<file path="config.mk">
export PLATFORM = sky130hd
export DESIGN_NAME = pllctl_top
export DESIGN_NICKNAME = d
export VERILOG_FILES = /design/src/logic/pllctl_pkg.sv /design/src/logic/pllctl_postdiv.sv /design/src/logic/pllctl_top.sv
export SDC_FILE = /design/constraint.sdc
export NUM_CORES = 1
export LEC_CHECK = 0
export BUFFER_PORTS_ARGS = -buffer_cell sky130_fd_sc_hd__buf_2
export CORE_ASPECT_RATIO = 1.75
export CORE_UTILIZATION = 45
export CTS_CLUSTER_SIZE = 40
export DETAILED_ROUTE_END_ITERATION = 6
export GPL_TIMING_DRIVEN = 0
export MAX_ROUTING_LAYER = met4
export SLEW_MARGIN = 25
export SYNTH_ARGS = -nofsm -noshare
export SYNTH_HDL_FRONTEND = slang
export SYNTH_SLANG_ARGS = --single-unit
</file>
<file path="constraint.sdc">
create_clock -name clk_i -period 6 [get_ports clk_i]
set_clock_uncertainty 0.05 [all_clocks]
set_input_delay 0 -clock clk_i [delete_from_list [all_inputs] [get_ports clk_i]]
set_output_delay 0 -clock clk_i [all_outputs]
set_load 0.01 [all_outputs]
</file>
<file path="src/logic/pllctl_pkg.sv">
`default_nettype none
package pllctl_pkg;

   // System clock rate and the drift step of a free-running oscillator.
   localparam int CLK_FREQ_MHZ   = 50;
   localparam int DRIFT_STEP_US  = 25;
   localparam int DRIFT_STEP_CYC = DRIFT_STEP_US * CLK_FREQ_MHZ;

   localparam int OSC_W   = 12;
   localparam int DIV_W   = 6;
   localparam int EDGE_W  = 8;
   localparam int DRIFT_W = 11;
   localparam int RUN_W   = 4;

   localparam logic [DRIFT_W-1:0] DRIFT_LAST = DRIFT_W'(DRIFT_STEP_CYC - 1);

   // Oscillator half period in system clocks; the nominal value is the fastest.
   localparam logic [OSC_W-1:0]  OSC_NOMINAL_HALF = 12'h001;
   localparam logic [OSC_W-1:0]  OSC_MIN_HALF     = 12'h001;
   localparam logic [OSC_W-1:0]  OSC_MAX_HALF     = 12'hfff;
   localparam logic [OSC_W-1:0]  OSC_STEP         = 12'h001;
   localparam logic [OSC_W-1:0]  OSC_CNT_ZERO     = 12'h000;

   // Feedback multiplier and reference divider.
   localparam logic [EDGE_W-1:0] FB_MULT    = 8'h04;
   localparam logic [EDGE_W-1:0] EDGE_ONE   = 8'h01;
   localparam logic [EDGE_W-1:0] EDGE_MAX   = 8'hff;
   localparam logic [DIV_W-1:0]  REF_DIV    = 6'h01;
   localparam logic [DIV_W-1:0]  DIV_ONE    = 6'h01;
   localparam logic [DIV_W-1:0]  DIV_ZERO   = 6'h00;
   localparam logic [RUN_W-1:0]  LOCK_RUN_LAST = 4'h7;
   localparam logic [RUN_W-1:0]  RUN_ONE    = 4'h1;
   localparam logic [DRIFT_W-1:0] DRIFT_ONE = 11'h001;

   // Post-scale counters: high and low time in oscillator cycles, initial phase.
   localparam logic [DIV_W-1:0]  G0_HIGH = 6'h01;
   localparam logic [DIV_W-1:0]  G0_LOW  = 6'h01;
   localparam logic [DIV_W-1:0]  G1_HIGH = 6'h02;
   localparam logic [DIV_W-1:0]  G1_LOW  = 6'h02;
   localparam logic [DIV_W-1:0]  E_HIGH  = 6'h01;
   localparam logic [DIV_W-1:0]  E_LOW   = 6'h01;
   localparam logic [DIV_W-1:0]  PH_G0   = 6'h00;
   localparam logic [DIV_W-1:0]  PH_G1   = 6'h00;
   localparam logic [DIV_W-1:0]  PH_E    = 6'h00;

   // Alignment offsets in oscillator cycles for the feedback modes.
   localparam logic [DIV_W-1:0]  ZERO_OFS   = 6'h00;
   localparam logic [DIV_W-1:0]  SKEW_OFS   = 6'h01;
   localparam logic [DIV_W-1:0]  NOCOMP_OFS = 6'h01;

   typedef enum logic [1:0] {
      PLLCTL_FB_NORMAL = 2'b00,
      PLLCTL_FB_ZDB    = 2'b01,
      PLLCTL_FB_NOCOMP = 2'b11
   } pllctl_fb_e;

   typedef enum logic [1:0] {
      PLLCTL_OFF  = 2'b00,
      PLLCTL_ACQ  = 2'b01,
      PLLCTL_LOCK = 2'b11,
      PLLCTL_HOLD = 2'b10
   } pllctl_state_e;

   typedef struct packed {
      logic [1:0]          ena_s;
      logic [1:0]          rst_s;
      logic [1:0]          pfd_s;
      logic [1:0]          rp_s;
      logic [1:0]          rn_s;
      logic                ref_prev;
      pllctl_state_e       st;
      logic [OSC_W-1:0]    half;
      logic [OSC_W-1:0]    osc_cnt;
      logic                osc;
      logic [EDGE_W-1:0]   edges;
      logic [DIV_W-1:0]    refdiv;
      logic [RUN_W-1:0]    run;
      logic [DRIFT_W-1:0]  drift;
      logic                resync;
      logic                out0;
      logic                out1;
      logic                ext_p;
      logic                ext_n;
      logic                ext_p_oe;
      logic                ext_n_oe;
      logic                locked;
   } pllctl_loop_s;

   typedef struct packed {
      logic [DIV_W-1:0] cnt;
      logic             lvl;
      logic             arm;
      logic             run;
   } pllctl_div_s;

endpackage
`default_nettype wire

</file>
<file path="src/logic/pllctl_postdiv.sv">
`timescale 1ns/1ps
`default_nettype none
module pllctl_postdiv (
   input  wire logic                         clk_i,
   input  wire logic                         sys_rst_i,
   input  wire logic                         clear_i,
   input  wire logic                         load_i,
   input  wire logic                         tick_i,
   input  wire logic [pllctl_pkg::DIV_W-1:0] delay_i,
   input  wire logic [pllctl_pkg::DIV_W-1:0] high_i,
   input  wire logic [pllctl_pkg::DIV_W-1:0] low_i,
   output logic                              level_o
);

   pllctl_pkg::pllctl_div_s q;
   pllctl_pkg::pllctl_div_s next_q;

   always_comb begin
      next_q = q;
      if (clear_i) begin
         next_q = '0;
      end else if (load_i) begin
         // The initial count delays the first high phase to set the output phase.
         next_q.cnt = delay_i;
         next_q.lvl = 1'b0;
         next_q.arm = 1'b1;
         next_q.run = 1'b1;
      end else if (tick_i && q.run) begin
         if (q.cnt != pllctl_pkg::DIV_ZERO) begin
            next_q.cnt = q.cnt - pllctl_pkg::DIV_ONE;
         end else if (q.arm) begin
            next_q.arm = 1'b0;
            next_q.lvl = 1'b1;
            next_q.cnt = high_i - pllctl_pkg::DIV_ONE;
         end else begin
            next_q.lvl = ~q.lvl;
            next_q.cnt = q.lvl ? low_i - pllctl_pkg::DIV_ONE : high_i - pllctl_pkg::DIV_ONE;
         end
      end
   end

   always_ff @(posedge clk_i or posedge sys_rst_i) begin
      if (sys_rst_i) begin
         q <= '0;
      end else begin
         q <= next_q;
      end
   end

   assign level_o = q.lvl;

endmodule
`default_nettype wire

</file>
<file path="src/logic/pllctl_top.sv">
// Notes on behaviour
// Enable low forces clocks low, lock lost.
// Enable high again relocks and resynchronises outputs.
// Enable may come from logic or pins.
// Unused enable port is tied high internally.
// Loop reset clears counters, output, lock, oscillator.
// Loop reset release resynchronises to reference clock.
// Fast nominal oscillator starts output above target.
// Unused loop reset port is tied low.
// Detector off holds frequency, drifting slowly lower.
// Detector off keeps clocks toggling without reference; clocks only start on a reference edge with the detector on.
// Detector enable reasserted relocks and resynchronises.
// Unused detector enable port is tied high.
// Lock high only when stable and in phase.
// Lock may toggle while tracking begins.
// Three feedback modes only, no external feedback.
// All modes keep multiply, divide, phase, duty.
// Normal mode aligns internal clocks to reference.
// Normal mode offsets external and pin-routed clocks.
// Zero delay mode aligns external pin, offsets internal.
// No compensation offsets all; internal clocks mutually aligned.
// External counter drives pin pair, else pins are GPIO.
// First pin pair feeds first loop, second second.
// External counter output never feeds internal logic.
// Lock drops on disable or reset until relocked.
// Lock consumers should qualify it before releasing resets.
`timescale 1ns/1ps
`default_nettype none
module pllctl_top #(
   parameter logic [1:0] USE_ENABLE = 2'b11,
   parameter logic [1:0] USE_ARESET = 2'b11,
   parameter logic [1:0] USE_PFD    = 2'b11,
   parameter logic [1:0] DIFF_REF   = 2'b00,
   parameter logic [1:0] EXT_USED   = 2'b11
) (
   input  wire logic       clk_i,
   input  wire logic       sys_rst_i,
   input  wire logic [1:0] loop_enable_i,
   input  wire logic [1:0] loop_areset_i,
   input  wire logic [1:0] pfd_enable_i,
   input  wire logic [3:0] feedback_mode_i,
   input  wire logic       ref_pin_pos_first_i,
   input  wire logic       ref_pin_neg_first_i,
   input  wire logic       ref_pin_pos_second_i,
   input  wire logic       ref_pin_neg_second_i,
   input  wire logic [3:0] gpio_out_i,
   input  wire logic [3:0] gpio_oe_i,
   output logic [1:0]      internal_clock_out_first_o,
   output logic [1:0]      internal_clock_out_second_o,
   output logic [1:0]      locked_o,
   output logic            first_ext_clock_pin_pos_o,
   output logic            first_ext_clock_pin_pos_oe_o,
   output logic            first_ext_clock_pin_neg_o,
   output logic            first_ext_clock_pin_neg_oe_o,
   output logic            second_ext_clock_pin_pos_o,
   output logic            second_ext_clock_pin_pos_oe_o,
   output logic            second_ext_clock_pin_neg_o,
   output logic            second_ext_clock_pin_neg_oe_o
);

   pllctl_pkg::pllctl_loop_s [1:0] q;
   pllctl_pkg::pllctl_loop_s [1:0] next_q;

   logic [1:0]      div_clear;
   logic [1:0]      div_load;
   logic [1:0]      div_tick;
   logic [1:0][2:0] div_lvl;
   logic [1:0]      ref_pos;
   logic [1:0]      ref_neg;

   // Alignment offset of a post-scale counter for the selected feedback mode.
   function automatic logic [pllctl_pkg::DIV_W-1:0] mode_offset(
      input pllctl_pkg::pllctl_fb_e mode,
      input logic                   is_ext
   );
      logic [pllctl_pkg::DIV_W-1:0] r;
      r = pllctl_pkg::ZERO_OFS;
      unique case (mode)
         pllctl_pkg::PLLCTL_FB_NORMAL: begin
            r = is_ext ? pllctl_pkg::SKEW_OFS : pllctl_pkg::ZERO_OFS;
         end
         pllctl_pkg::PLLCTL_FB_ZDB: begin
            r = is_ext ? pllctl_pkg::ZERO_OFS : pllctl_pkg::SKEW_OFS;
         end
         pllctl_pkg::PLLCTL_FB_NOCOMP: begin
            r = pllctl_pkg::NOCOMP_OFS;
         end
         default: begin
            // The spare code has no external feedback; it behaves as normal mode.
            r = is_ext ? pllctl_pkg::SKEW_OFS : pllctl_pkg::ZERO_OFS;
         end
      endcase
      return r;
   endfunction

   // First pin pair is the first loop's reference, second pair the second's.
   assign ref_pos = {ref_pin_pos_second_i, ref_pin_pos_first_i};
   assign ref_neg = {ref_pin_neg_second_i, ref_pin_neg_first_i};

   for (genvar l = 0; l < 2; l++) begin : g_loop
      pllctl_pkg::pllctl_fb_e mode;
      assign mode = pllctl_pkg::pllctl_fb_e'(feedback_mode_i[2*l +: 2]);

      // Every counter keeps its own ratio, duty and phase in every mode.
      pllctl_postdiv u_g0 (
         .clk_i     (clk_i),
         .sys_rst_i (sys_rst_i),
         .clear_i   (div_clear[l]),
         .load_i    (div_load[l]),
         .tick_i    (div_tick[l]),
         .delay_i   (mode_offset(mode, 1'b0) + pllctl_pkg::PH_G0),
         .high_i    (pllctl_pkg::G0_HIGH),
         .low_i     (pllctl_pkg::G0_LOW),
         .level_o   (div_lvl[l][0])
      );

      pllctl_postdiv u_g1 (
         .clk_i     (clk_i),
         .sys_rst_i (sys_rst_i),
         .clear_i   (div_clear[l]),
         .load_i    (div_load[l]),
         .tick_i    (div_tick[l]),
         .delay_i   (mode_offset(mode, 1'b0) + pllctl_pkg::PH_G1),
         .high_i    (pllctl_pkg::G1_HIGH),
         .low_i     (pllctl_pkg::G1_LOW),
         .level_o   (div_lvl[l][1])
      );

      pllctl_postdiv u_e (
         .clk_i     (clk_i),
         .sys_rst_i (sys_rst_i),
         .clear_i   (div_clear[l]),
         .load_i    (div_load[l]),
         .tick_i    (div_tick[l]),
         .delay_i   (mode_offset(mode, 1'b1) + pllctl_pkg::PH_E),
         .high_i    (pllctl_pkg::E_HIGH),
         .low_i     (pllctl_pkg::E_LOW),
         .level_o   (div_lvl[l][2])
      );
   end

   always_comb begin
      logic [1:0] en;
      logic [1:0] ar;
      logic [1:0] pf;
      logic [1:0] refin;
      logic [1:0] ref_edge;
      logic [1:0] run_ok;
      en        = '0;
      ar        = '0;
      pf        = '0;
      refin     = '0;
      ref_edge  = '0;
      run_ok    = '0;
      next_q    = q;
      div_clear = '0;
      div_load  = '0;
      div_tick  = '0;
      for (int l = 0; l < 2; l++) begin
         // The enable, reset, detector and reference pins are synchronised before use.
         next_q[l].ena_s = {q[l].ena_s[0], loop_enable_i[l]};
         next_q[l].rst_s = {q[l].rst_s[0], loop_areset_i[l]};
         next_q[l].pfd_s = {q[l].pfd_s[0], pfd_enable_i[l]};
         next_q[l].rp_s  = {q[l].rp_s[0], ref_pos[l]};
         next_q[l].rn_s  = {q[l].rn_s[0], ref_neg[l]};

         en[l] = USE_ENABLE[l] ? q[l].ena_s[1] : 1'b1;
         ar[l] = USE_ARESET[l] ? q[l].rst_s[1] : 1'b0;
         pf[l] = USE_PFD[l] ? q[l].pfd_s[1] : 1'b1;
         refin[l] = DIFF_REF[l] ? (q[l].rp_s[1] & ~q[l].rn_s[1]) : q[l].rp_s[1];
         ref_edge[l] = refin[l] & ~q[l].ref_prev;
         next_q[l].ref_prev = refin[l];
         run_ok[l] = en[l] & ~ar[l];

         if (!run_ok[l]) begin
            // Counters cleared, oscillator back to nominal, lock dropped.
            next_q[l].st      = pllctl_pkg::PLLCTL_OFF;
            next_q[l].half    = pllctl_pkg::OSC_NOMINAL_HALF;
            next_q[l].osc_cnt = pllctl_pkg::OSC_CNT_ZERO;
            next_q[l].osc     = 1'b0;
            next_q[l].edges   = '0;
            next_q[l].refdiv  = '0;
            next_q[l].run     = '0;
            next_q[l].drift   = '0;
            next_q[l].resync  = 1'b1;
            div_clear[l]      = 1'b1;
         end else begin
            // The oscillator runs on its own, with or without a reference.
            if (q[l].osc_cnt + pllctl_pkg::OSC_STEP >= q[l].half) begin
               next_q[l].osc_cnt = pllctl_pkg::OSC_CNT_ZERO;
               next_q[l].osc     = ~q[l].osc;
               div_tick[l]       = ~q[l].osc;
            end else begin
               next_q[l].osc_cnt = q[l].osc_cnt + pllctl_pkg::OSC_STEP;
            end
            if (div_tick[l] && q[l].edges != pllctl_pkg::EDGE_MAX) begin
               next_q[l].edges = q[l].edges + pllctl_pkg::EDGE_ONE;
            end

            if (q[l].st == pllctl_pkg::PLLCTL_OFF) begin
               // Starting from the fast nominal setting, output begins high.
               next_q[l].st     = pllctl_pkg::PLLCTL_ACQ;
               next_q[l].half   = pllctl_pkg::OSC_NOMINAL_HALF;
               next_q[l].resync = 1'b1;
            end else if (pf[l]) begin
               next_q[l].drift = '0;
               if (q[l].st == pllctl_pkg::PLLCTL_HOLD) begin
                  next_q[l].st = pllctl_pkg::PLLCTL_ACQ;
               end
               if (ref_edge[l]) begin
                  if (q[l].resync) begin
                     // Restart the output counters on a reference edge.
                     div_load[l]       = 1'b1;
                     next_q[l].resync  = 1'b0;
                     next_q[l].edges   = '0;
                     next_q[l].refdiv  = '0;
                     next_q[l].osc_cnt = pllctl_pkg::OSC_CNT_ZERO;
                     next_q[l].osc     = 1'b0;
                  end else if (q[l].refdiv + pllctl_pkg::DIV_ONE >= pllctl_pkg::REF_DIV) begin
                     next_q[l].refdiv = '0;
                     next_q[l].edges  = div_tick[l] ? pllctl_pkg::EDGE_ONE : '0;
                     if (q[l].edges == pllctl_pkg::FB_MULT) begin
                        // Lock is only claimed after a run of matching windows.
                        if (q[l].run == pllctl_pkg::LOCK_RUN_LAST) begin
                           next_q[l].st = pllctl_pkg::PLLCTL_LOCK;
                        end else begin
                           next_q[l].run = q[l].run + pllctl_pkg::RUN_ONE;
                        end
                     end else begin
                        // One mismatch drops lock, so the flag may toggle early on.
                        next_q[l].run = '0;
                        next_q[l].st  = pllctl_pkg::PLLCTL_ACQ;
                        if (q[l].edges < pllctl_pkg::FB_MULT) begin
                           if (q[l].half > pllctl_pkg::OSC_MIN_HALF) begin
                              next_q[l].half = q[l].half - pllctl_pkg::OSC_STEP;
                           end
                        end else if (q[l].half < pllctl_pkg::OSC_MAX_HALF) begin
                           next_q[l].half = q[l].half + pllctl_pkg::OSC_STEP;
                        end
                     end
                  end else begin
                     next_q[l].refdiv = q[l].refdiv + pllctl_pkg::DIV_ONE;
                  end
               end
            end else begin
               // Detector gated: frequency held, creeping lower step by step.
               next_q[l].st     = pllctl_pkg::PLLCTL_HOLD;
               next_q[l].run    = '0;
               next_q[l].resync = 1'b1;
               if (q[l].drift == pllctl_pkg::DRIFT_LAST) begin
                  next_q[l].drift = '0;
                  if (q[l].half < pllctl_pkg::OSC_MAX_HALF) begin
                     next_q[l].half = q[l].half + pllctl_pkg::OSC_STEP;
                  end
               end else begin
                  next_q[l].drift = q[l].drift + pllctl_pkg::DRIFT_ONE;
               end
            end
         end

         next_q[l].out0   = run_ok[l] & div_lvl[l][0];
         next_q[l].out1   = run_ok[l] & div_lvl[l][1];
         next_q[l].locked = run_ok[l] && next_q[l].st == pllctl_pkg::PLLCTL_LOCK;
         if (EXT_USED[l]) begin
            // The external counter reaches the pin pair and nothing else.
            next_q[l].ext_p    = run_ok[l] & div_lvl[l][2];
            next_q[l].ext_n    = run_ok[l] & ~div_lvl[l][2];
            next_q[l].ext_p_oe = 1'b1;
            next_q[l].ext_n_oe = 1'b1;
         end else begin
            next_q[l].ext_p    = gpio_out_i[2*l];
            next_q[l].ext_n    = gpio_out_i[2*l + 1];
            next_q[l].ext_p_oe = gpio_oe_i[2*l];
            next_q[l].ext_n_oe = gpio_oe_i[2*l + 1];
         end
      end
   end

   always_ff @(posedge clk_i or posedge sys_rst_i) begin
      if (sys_rst_i) begin
         q <= '0;
      end else begin
         q <= next_q;
      end
   end

   assign internal_clock_out_first_o    = {q[1].out0, q[0].out0};
   assign internal_clock_out_second_o   = {q[1].out1, q[0].out1};
   assign locked_o                      = {q[1].locked, q[0].locked};
   assign first_ext_clock_pin_pos_o     = q[0].ext_p;
   assign first_ext_clock_pin_pos_oe_o  = q[0].ext_p_oe;
   assign first_ext_clock_pin_neg_o     = q[0].ext_n;
   assign first_ext_clock_pin_neg_oe_o  = q[0].ext_n_oe;
   assign second_ext_clock_pin_pos_o    = q[1].ext_p;
   assign second_ext_clock_pin_pos_oe_o = q[1].ext_p_oe;
   assign second_ext_clock_pin_neg_o    = q[1].ext_n;
   assign second_ext_clock_pin_neg_oe_o = q[1].ext_n_oe;

endmodule
`default_nettype wire

</file>
==> results.sh, run 1 <==
export IMPL_cts_inserted_buffers=17
export IMPL_wl_um=24400
export IMPL_period_share_pct=70.2
export IMPL_synthArstFlopShare_pct=100
export IMPL_worstPathArrival_ns=4.49
export IMPL_yosys_top_cells_count="dfrtp_1, nor2_1, nand2_1, ha_1, inv_1"
export IMPL_worstPathMaxFanout=8
export IMPL_synth_cell_types=91
export IMPL_core_area_um2=23300
export IMPL_synth_top_area_cell="dfrtp_1"
export IMPL_status="completed"
export IMPL_root_buffer="clkbuf_16"
export IMPL_path_class="reg -> reg"
export IMPL_drv_slew=0
export IMPL_clk_path_buf_depth=2
export IMPL_synth_seq_cells=193
export IMPL_die_height_um=206
export IMPL_cts_tree="done"
export IMPL_synth_ff_type="dfrtp_1"
export IMPL_path_delay_family="simple AND/OR/NAND/NOR gates"
export IMPL_drc=0
export IMPL_synth_top_family_by_area="simple AND/OR/NAND/NOR gates"
export IMPL_cts_htree_levels=4
export IMPL_wl_per_cell_um=16.2
export IMPL_grt_first_pass_wirelength_um=41000
export IMPL_die_x_um=118
export IMPL_power_density_nw_per_um2=243
export IMPL_vias=8459
export IMPL_antenna_cells=0
export IMPL_netlist_area_um2=10700
export IMPL_synth_nets=1209
export IMPL_crit_path_start="q[38]"
export IMPL_die_area_um2=24300
export IMPL_max_vdd_ir_drop_mv=0.208
export IMPL_rsz0062_at_grt="no"
export IMPL_cts_resized=0
export IMPL_crit_required_ns=6.28
export IMPL_path_clk_slew_ns=0.07
export IMPL_setup_viol=0
export IMPL_start_util_pct=45.7
export IMPL_synthSimpleGateAreaFrac_pct=22.9
export IMPL_synth_adder_area_share_pct=7.04
export IMPL_synthCells=1125
export IMPL_finalHoldViolCount=0
export IMPL_port_buffers=27
export IMPL_yosysWarningCount=0
export IMPL_areaGrowthSynthToFinish_pct=12.2
export IMPL_avgSynthCellArea_um2=9.48
export IMPL_slowest_stage="a41oi_1"
export IMPL_hold_start="pfd_enable_i[0]"
export IMPL_first_pass_iters=4
export IMPL_end_kind="flop"
export IMPL_startpoint_type="flop"
export IMPL_fin_nets=1271
export IMPL_drive_above_1_share_pct=8.59
export IMPL_dp_hpwl_um=17900
export IMPL_maxSlewHeadroom_pct=34.0
export IMPL_finalCriticalPeriod_ns=4.21
export IMPL_min_path_type="in -> reg"
export IMPL_grt_pass1_vias=8608
export IMPL_synth_compound_area_share_pct=15.5
export IMPL_synth_area_leaders="dfrtp_1, ha_1, nor2_1, nand2_1, xor2_1"
export IMPL_final_antenna_net_count=0
export IMPL_synth_edf_count=0
export IMPL_dpl_instance_area_um2=11200
export IMPL_cts_sinks=193
export IMPL_cp_buffers_inverters=1
export IMPL_synthMuxAreaShare_pct=0.622
export IMPL_grt_start_max_net_pins=96
export IMPL_antenna_found_initial=0
export IMPL_gp_congestion=0.895
export IMPL_insertion_delay_ns=0.45
export IMPL_overflow=0
export IMPL_drt_iter0_drc=370
export IMPL_p_total_mw=2.90
export IMPL_fmax_ghz=0.237
export IMPL_final_area_um2=12000
export IMPL_vias_per_cell=5.63
export IMPL_slowest_delay_ns=0.54
export IMPL_path_cells="ha_1 -> nand3_1 -> nor2_1 -> nand3_1 -> xnor2_1 -> ha_1 -> nand4_1 -> or3_1 -> o21ai_0 -> ha_1 -> inv_1 -> a41oi_1 -> nand3_1 -> nor2_1 -> xnor2_1 -> nor2_1"
export IMPL_tightest_slew_ns=0.990
export IMPL_synth_xor_area_share_pct=4.68
export IMPL_seq_area_frac_synth_pct=45.3
export IMPL_drv_cap=0
export IMPL_hold_ws_ns=0.140
export IMPL_track_usage_pct=22.0
export IMPL_rows=74
export IMPL_synth_top_area_share_pct=45.3
export IMPL_ios=38
export IMPL_reg2reg_from="q[38]"
export IMPL_yosys_cell_count_top_type="dfrtp_1"
export IMPL_leakagePower_nw=5.27
[layout by cell type (no fill, tap or decap), types with 20 or more instances in the layout]
cell type and n:
dfrtp_1 193, nor2_1 108, nand4_1 22, clkbuf_1 24
nand2_1 85, buf_2 28, and3_1 23, xor2_1 31
nor2b_1 29, ha_1 60, nor4_1 20, xnor2_1 26
nor3_1 24, nand3_1 53, o21ai_0 53, inv_1 58
and2_1 25, a21oi_1 47
[final timing paths]
kind	end	cells after the start	slack, ns
worst min-delay path	next_q[70]	2	0.14
max in group asynchronous	q[27]	6	4.17
worst max register to register	q[36]	16	1.79
worst max-delay path	q[36]	16	1.79
min in group asynchronous	next_q[147]	4	0.62
worst min register to register	q[147]	0	0.30
[kinds of logic (layout without fill, tap and decap cells)]
logic type               Yosys count  after routing
AO/OA/AOI/OAI                    245            245
XOR/XNOR                          57             57
adder cells (fa/ha/maj)           60             60
buffers and inverters             97            171
flip-flops                       193            193
multiplexers                       6              6
other                              1              1
AND/OR/NAND/NOR                  466            466
[worst reg2reg max path: stages, from the launching register on]
cell	delay, ns
dfrtp_1	0.42
ha_1	0.22
nand3_1	0.13
nor2_1	0.26
nand3_1	0.14
xnor2_1	0.16
ha_1	0.28
nand4_1	0.12
or3_1	0.40
o21ai_0	0.38
ha_1	0.34
inv_1	0.08
a41oi_1	0.54
nand3_1	0.22
nor2_1	0.16
xnor2_1	0.14
nor2_1	0.06
[layout make-up]
cell class	count	area [um^2]
fillers	2268	11400
multi-input cells	835	5420
flip-flops and latches	193	4830
clock buffers	22	484
well taps	304	380
repair buffers	43	330
inverters	61	236
plain buffers	36	185
clock inverters	9	95.1
[power by group]
group / switching (mW) / total, mW / internal (mW)
clock network: 0.521 / 1.14 / 0.621
registers: 0.0487 / 1.41 / 1.36
logic: 0.205 / 0.352 / 0.147
[repair_timing]
| item | CTS | global route |
|---|---|---|
| hold buffers | 14 | 0 |
| endpoints found under the hold margin | 112 | 0 |
| setup buffers | 0 | 0 |
[layer usage]
| layer | up-vias | wire [um] | share of wire, % | GRT usage [%] |
|---|---|---|---|---|
| li1 | 4174 | - | - | - |
| met1 | 4069 | 9280 | 38 | 21.3 |
| met2 | 142 | 13500 | 55 | 40.9 |
| met3 | 74 | 712 | 2.9 | 4.10 |
| met4 | 0 | 947 | 3.9 | 11.9 |
| met5 | - | 0 | 0 | - |
[stage by stage]
| step | TNS, ns | utilization, % | worst slack [ns] | std cells |
|---|---|---|---|---|
| floorplan | 0 | - | 0.694 | 1125 |
| global placement | -337.69 | 47.9 | -1.78 | 1456 |
| detailed placement | 0 | 48.2 | 1.73 | 1458 |
| CTS | 0 | 51.2 | 1.71 | 1503 |
| global route | 0 | 51.2 | 1.43 | 1503 |
| finish | 0 | 51.2 | 1.79 | 1503 |
[registers in the layout (all words and copies together), names as in the netlist]
signal / flops
first_ext_clock_pin_neg_o: 1
first_ext_clock_pin_pos_o: 1
g_loop.u_e.level_o: 2
g_loop.u_e.q: 14
g_loop.u_g0.level_o: 2
g_loop.u_g0.q: 14
g_loop.u_g1.level_o: 2
g_loop.u_g1.q: 16
internal_clock_out_first_o: 2
internal_clock_out_second_o: 2
locked_o: 2
next_q: 10
q: 122
second_ext_clock_pin_neg_o: 1
second_ext_clock_pin_neg_oe_o: 1
second_ext_clock_pin_pos_o: 1
Power figures use the tool's default switching activity.
==> inputs of run 2 (changes only) <==
Settings changed: ABC_AREA set to 1.
Clock period 6 ns to 3.7 ns, I/O delays scaled along.
==> run 2 against run 1 <==
Effect of this change:
- non-clock buffer count increased by 10
- synthesized cell count increased by 28%
- sequential cell count unchanged
- fmax increased by 20%
- count of clock-buffer cells in the layout decreased by 2
- total power increased by 57%
- final cell count increased by 22%
- clock power increased by 54%
- final area increased by 6.2%
- largest power group unchanged
==> results.sh, run 2 <==
export IMPL_finish_utilization_pct=52.7
export IMPL_wl_um=25000
export IMPL_cts_inserted_buffers=17
export IMPL_setup_viol=0
export IMPL_core_area_um2=24100
export IMPL_worstPathMaxFanout=6
export IMPL_largest_reg_flops=122
export IMPL_cts_sinks=193
export IMPL_synth_ff_type="dfrtp_1"
export IMPL_insertion_delay_ns=0.45
export IMPL_synth_cell_types=42
export IMPL_max_flop_register="q"
export IMPL_postLayoutSetupSlackWorst_ns=0.193
export IMPL_dp_hpwl_um=18800
export IMPL_path_cells="ha_2 -> nand2_1 -> nor2_2 -> nand4_1 -> nor2_2 -> nand2_2 -> xor2_2 -> ha_1 -> nand2_2 -> nor2_1 -> a211oi_2 -> nand4_1 -> buf_6 -> ha_4 -> nand2_4 -> nand2_4 -> inv_2 -> buf_4 -> nor2_2 -> o211ai_1 -> o21ai_0"
export IMPL_top_regs="q: 122 flops, g_loop.u_g1.q: 16 flops"
export IMPL_avgSynthCellArea_um2=7.72
export IMPL_path_delay_family="simple AND/OR/NAND/NOR gates"
export IMPL_synth_top_area_share_pct=43.5
export IMPL_layout_common_cells="nand2_1, inv_1, dfrtp_1"
export IMPL_max_vdd_ir_drop_mv=0.390
export IMPL_synthCells=1438
export IMPL_drv_cap=0
export IMPL_port_buffers=27
export IMPL_power_density_nw_per_um2=359
export IMPL_tightest_slew_ns=0.604
export IMPL_seq_area_frac_synth_pct=43.5
export IMPL_worst_path_most_repeated_cell="nor2_2"
export IMPL_synth_edf_count=0
export IMPL_reg2reg_setup_slack_ns=0.19
export IMPL_antenna_found_initial=0
export IMPL_vias=9451
export IMPL_reg2reg_from="q[38]"
export IMPL_rsz0062_at_grt="yes"
export IMPL_yosys_cell_count_top_type="nand2_1"
export IMPL_slowest_delay_ns=0.41
export IMPL_finalHoldViolCount=0
export IMPL_fillerInstances=2336
export IMPL_fmax_ghz=0.285
export IMPL_min_path_type="in -> async"
export IMPL_root_buffer="clkbuf_16"
export IMPL_yosysWarningCount=0
export IMPL_cp_buffers_inverters=3
export IMPL_wl_per_cell_um=13.6
export IMPL_cts_htree_levels=4
export IMPL_die_x_um=121
export IMPL_synthArstFlopShare_pct=100
export IMPL_r2r_end="g_loop[0].u_e.level_o"
export IMPL_drive_above_1_share_pct=10.7
export IMPL_synth_seq_cells=193
export IMPL_layout_commonest_cell="nand2_1"
export IMPL_yosys_top_cells_count="nand2_1, inv_1, dfrtp_1, nor2_1, nand3_1"
export IMPL_areaGrowthSynthToFinish_pct=14.4
export IMPL_worstPathArrival_ns=3.78
export IMPL_overflow=0
export IMPL_startpoint_type="flop"
export IMPL_die_height_um=210
export IMPL_grt_start_max_net_pins=32
export IMPL_slowest_stage="dfrtp_1"
export IMPL_maxSlewHeadroom_pct=59.6
export IMPL_crit_required_ns=3.98
export IMPL_synth_area_leaders="dfrtp_1, nand2_1, inv_1, ha_1, nor2_1"
export IMPL_ios=38
export IMPL_track_usage_pct=22.2
export IMPL_synth_nets=1522
export IMPL_finalCriticalPeriod_ns=3.51
export IMPL_synth_top_area_cell="dfrtp_1"
export IMPL_grt_first_pass_wirelength_um=43600
export IMPL_clk_path_buf_depth=2
export IMPL_final_cells=1839
export IMPL_gp_congestion=0.891
export IMPL_final_antenna_net_count=0
export IMPL_end_kind="flop"
export IMPL_vias_per_cell=5.14
export IMPL_netlist_area_um2=11100
export IMPL_cp_depth=21
export IMPL_period_share_pct=94.8
export IMPL_start_util_pct=46.1
export IMPL_path_clk_slew_ns=0.07
export IMPL_leakagePower_nw=6.23
export IMPL_post_place_ws_ns=-0.741
export IMPL_dp_cells=1779
export IMPL_fin_nets=1602
export IMPL_reg2reg_depth=21
export IMPL_path_class="reg -> reg"
export IMPL_status="completed"
export IMPL_grt_pass1_vias=9594
export IMPL_die_area_um2=25300
export IMPL_drt_iter0_drc=474
export IMPL_drc=0
export IMPL_fin_tns_setup_ns=0
export IMPL_rows=75
export IMPL_antenna_cells=0
export IMPL_drv_slew=0
export IMPL_first_pass_iters=5
export IMPL_cts_tree="done"
-- run 2: where the power goes --
part           internal, mW  leakage, nW  switching (mW)
Sequential             2.18         2.60          0.0472
Clock                 0.891        0.267           0.857
Combinational         0.208         3.37           0.371
-- run 2: layout make-up --
type	count	area, um^2	share of cell area, %
Timing Repair Buffer	61	498	3.92
Clock buffer	20	447	3.52
Sequential cell	193	4830	38.0
Buffer	28	210	1.65
Clock inverter	12	96.3	0.758
Tap cell	308	385	3.03
Multi-Input combinational cell	993	5380	42.4
Inverter	224	853	6.72
-- run 2: worst max-delay path by stage --
stage / startpoint / endpoint / slack [ns]
after floorplan: q[38] / g_loop[0].u_g0.q[5] / 0.33
after global placement: q[38] / g_loop[0].u_e.q[5] / -0.67
after detailed placement: q[38] / g_loop[0].u_g0.q[5] / -0.74
after CTS: q[38] / g_loop[0].u_g1.level_o / 0.006
after global routing: q[113] / g_loop[1].u_g0.q[7] / -0.02
final: q[38] / g_loop[0].u_e.level_o / 0.19
-- run 2: worst min-delay path: cells and delay by family --
family | cells | cell delay (ns)
buf+inv | 3 | 1.07
-- run 2: cell families after synthesis --
kind of cell	count (synthesis)	share of synthesized area [%]
AOI/OAI and AO/OA	203	10.1
xor gates and xnor gates	41	3.23
adders and majority gates	60	6.76
buffers and inverters	252	9.32
DFF	193	43.5
other	1	0.0338
and+or+nand+nor	688	27.0
-- run 2: per-layer routing --
layer,track usage [%],vias to the layer above,part of all wire (%),wire length [um]
met2,40.0,142,54,13500
met4,10.8,0,3.2,791
met1,23.7,4447,41,10100
met3,2.93,57,2.0,494
li1,-,4805,-,-
met5,-,-,0,0
-- run 2: timing repair --
item	4_1_cts	5_1_grt
setup endpoints to repair	63	62
hold buffers	13	0
pin swaps	2	6
gates resized for setup	25	23
setup buffers	4	11
endpoints found under the hold margin	120	0
-- run 2: stage by stage --
step           cell area, um^2  hold slack [ns]  power (mW)
2_1_floorplan            11100          -0.0186        2.67
3_3_place_gp             11600           0.0575        2.79
3_5_place_dp             11800           0.0570        2.82
4_1_cts                  12500            0.107        4.61
5_1_grt                  12700            0.135        4.79
6_report                 12700            0.112        4.56
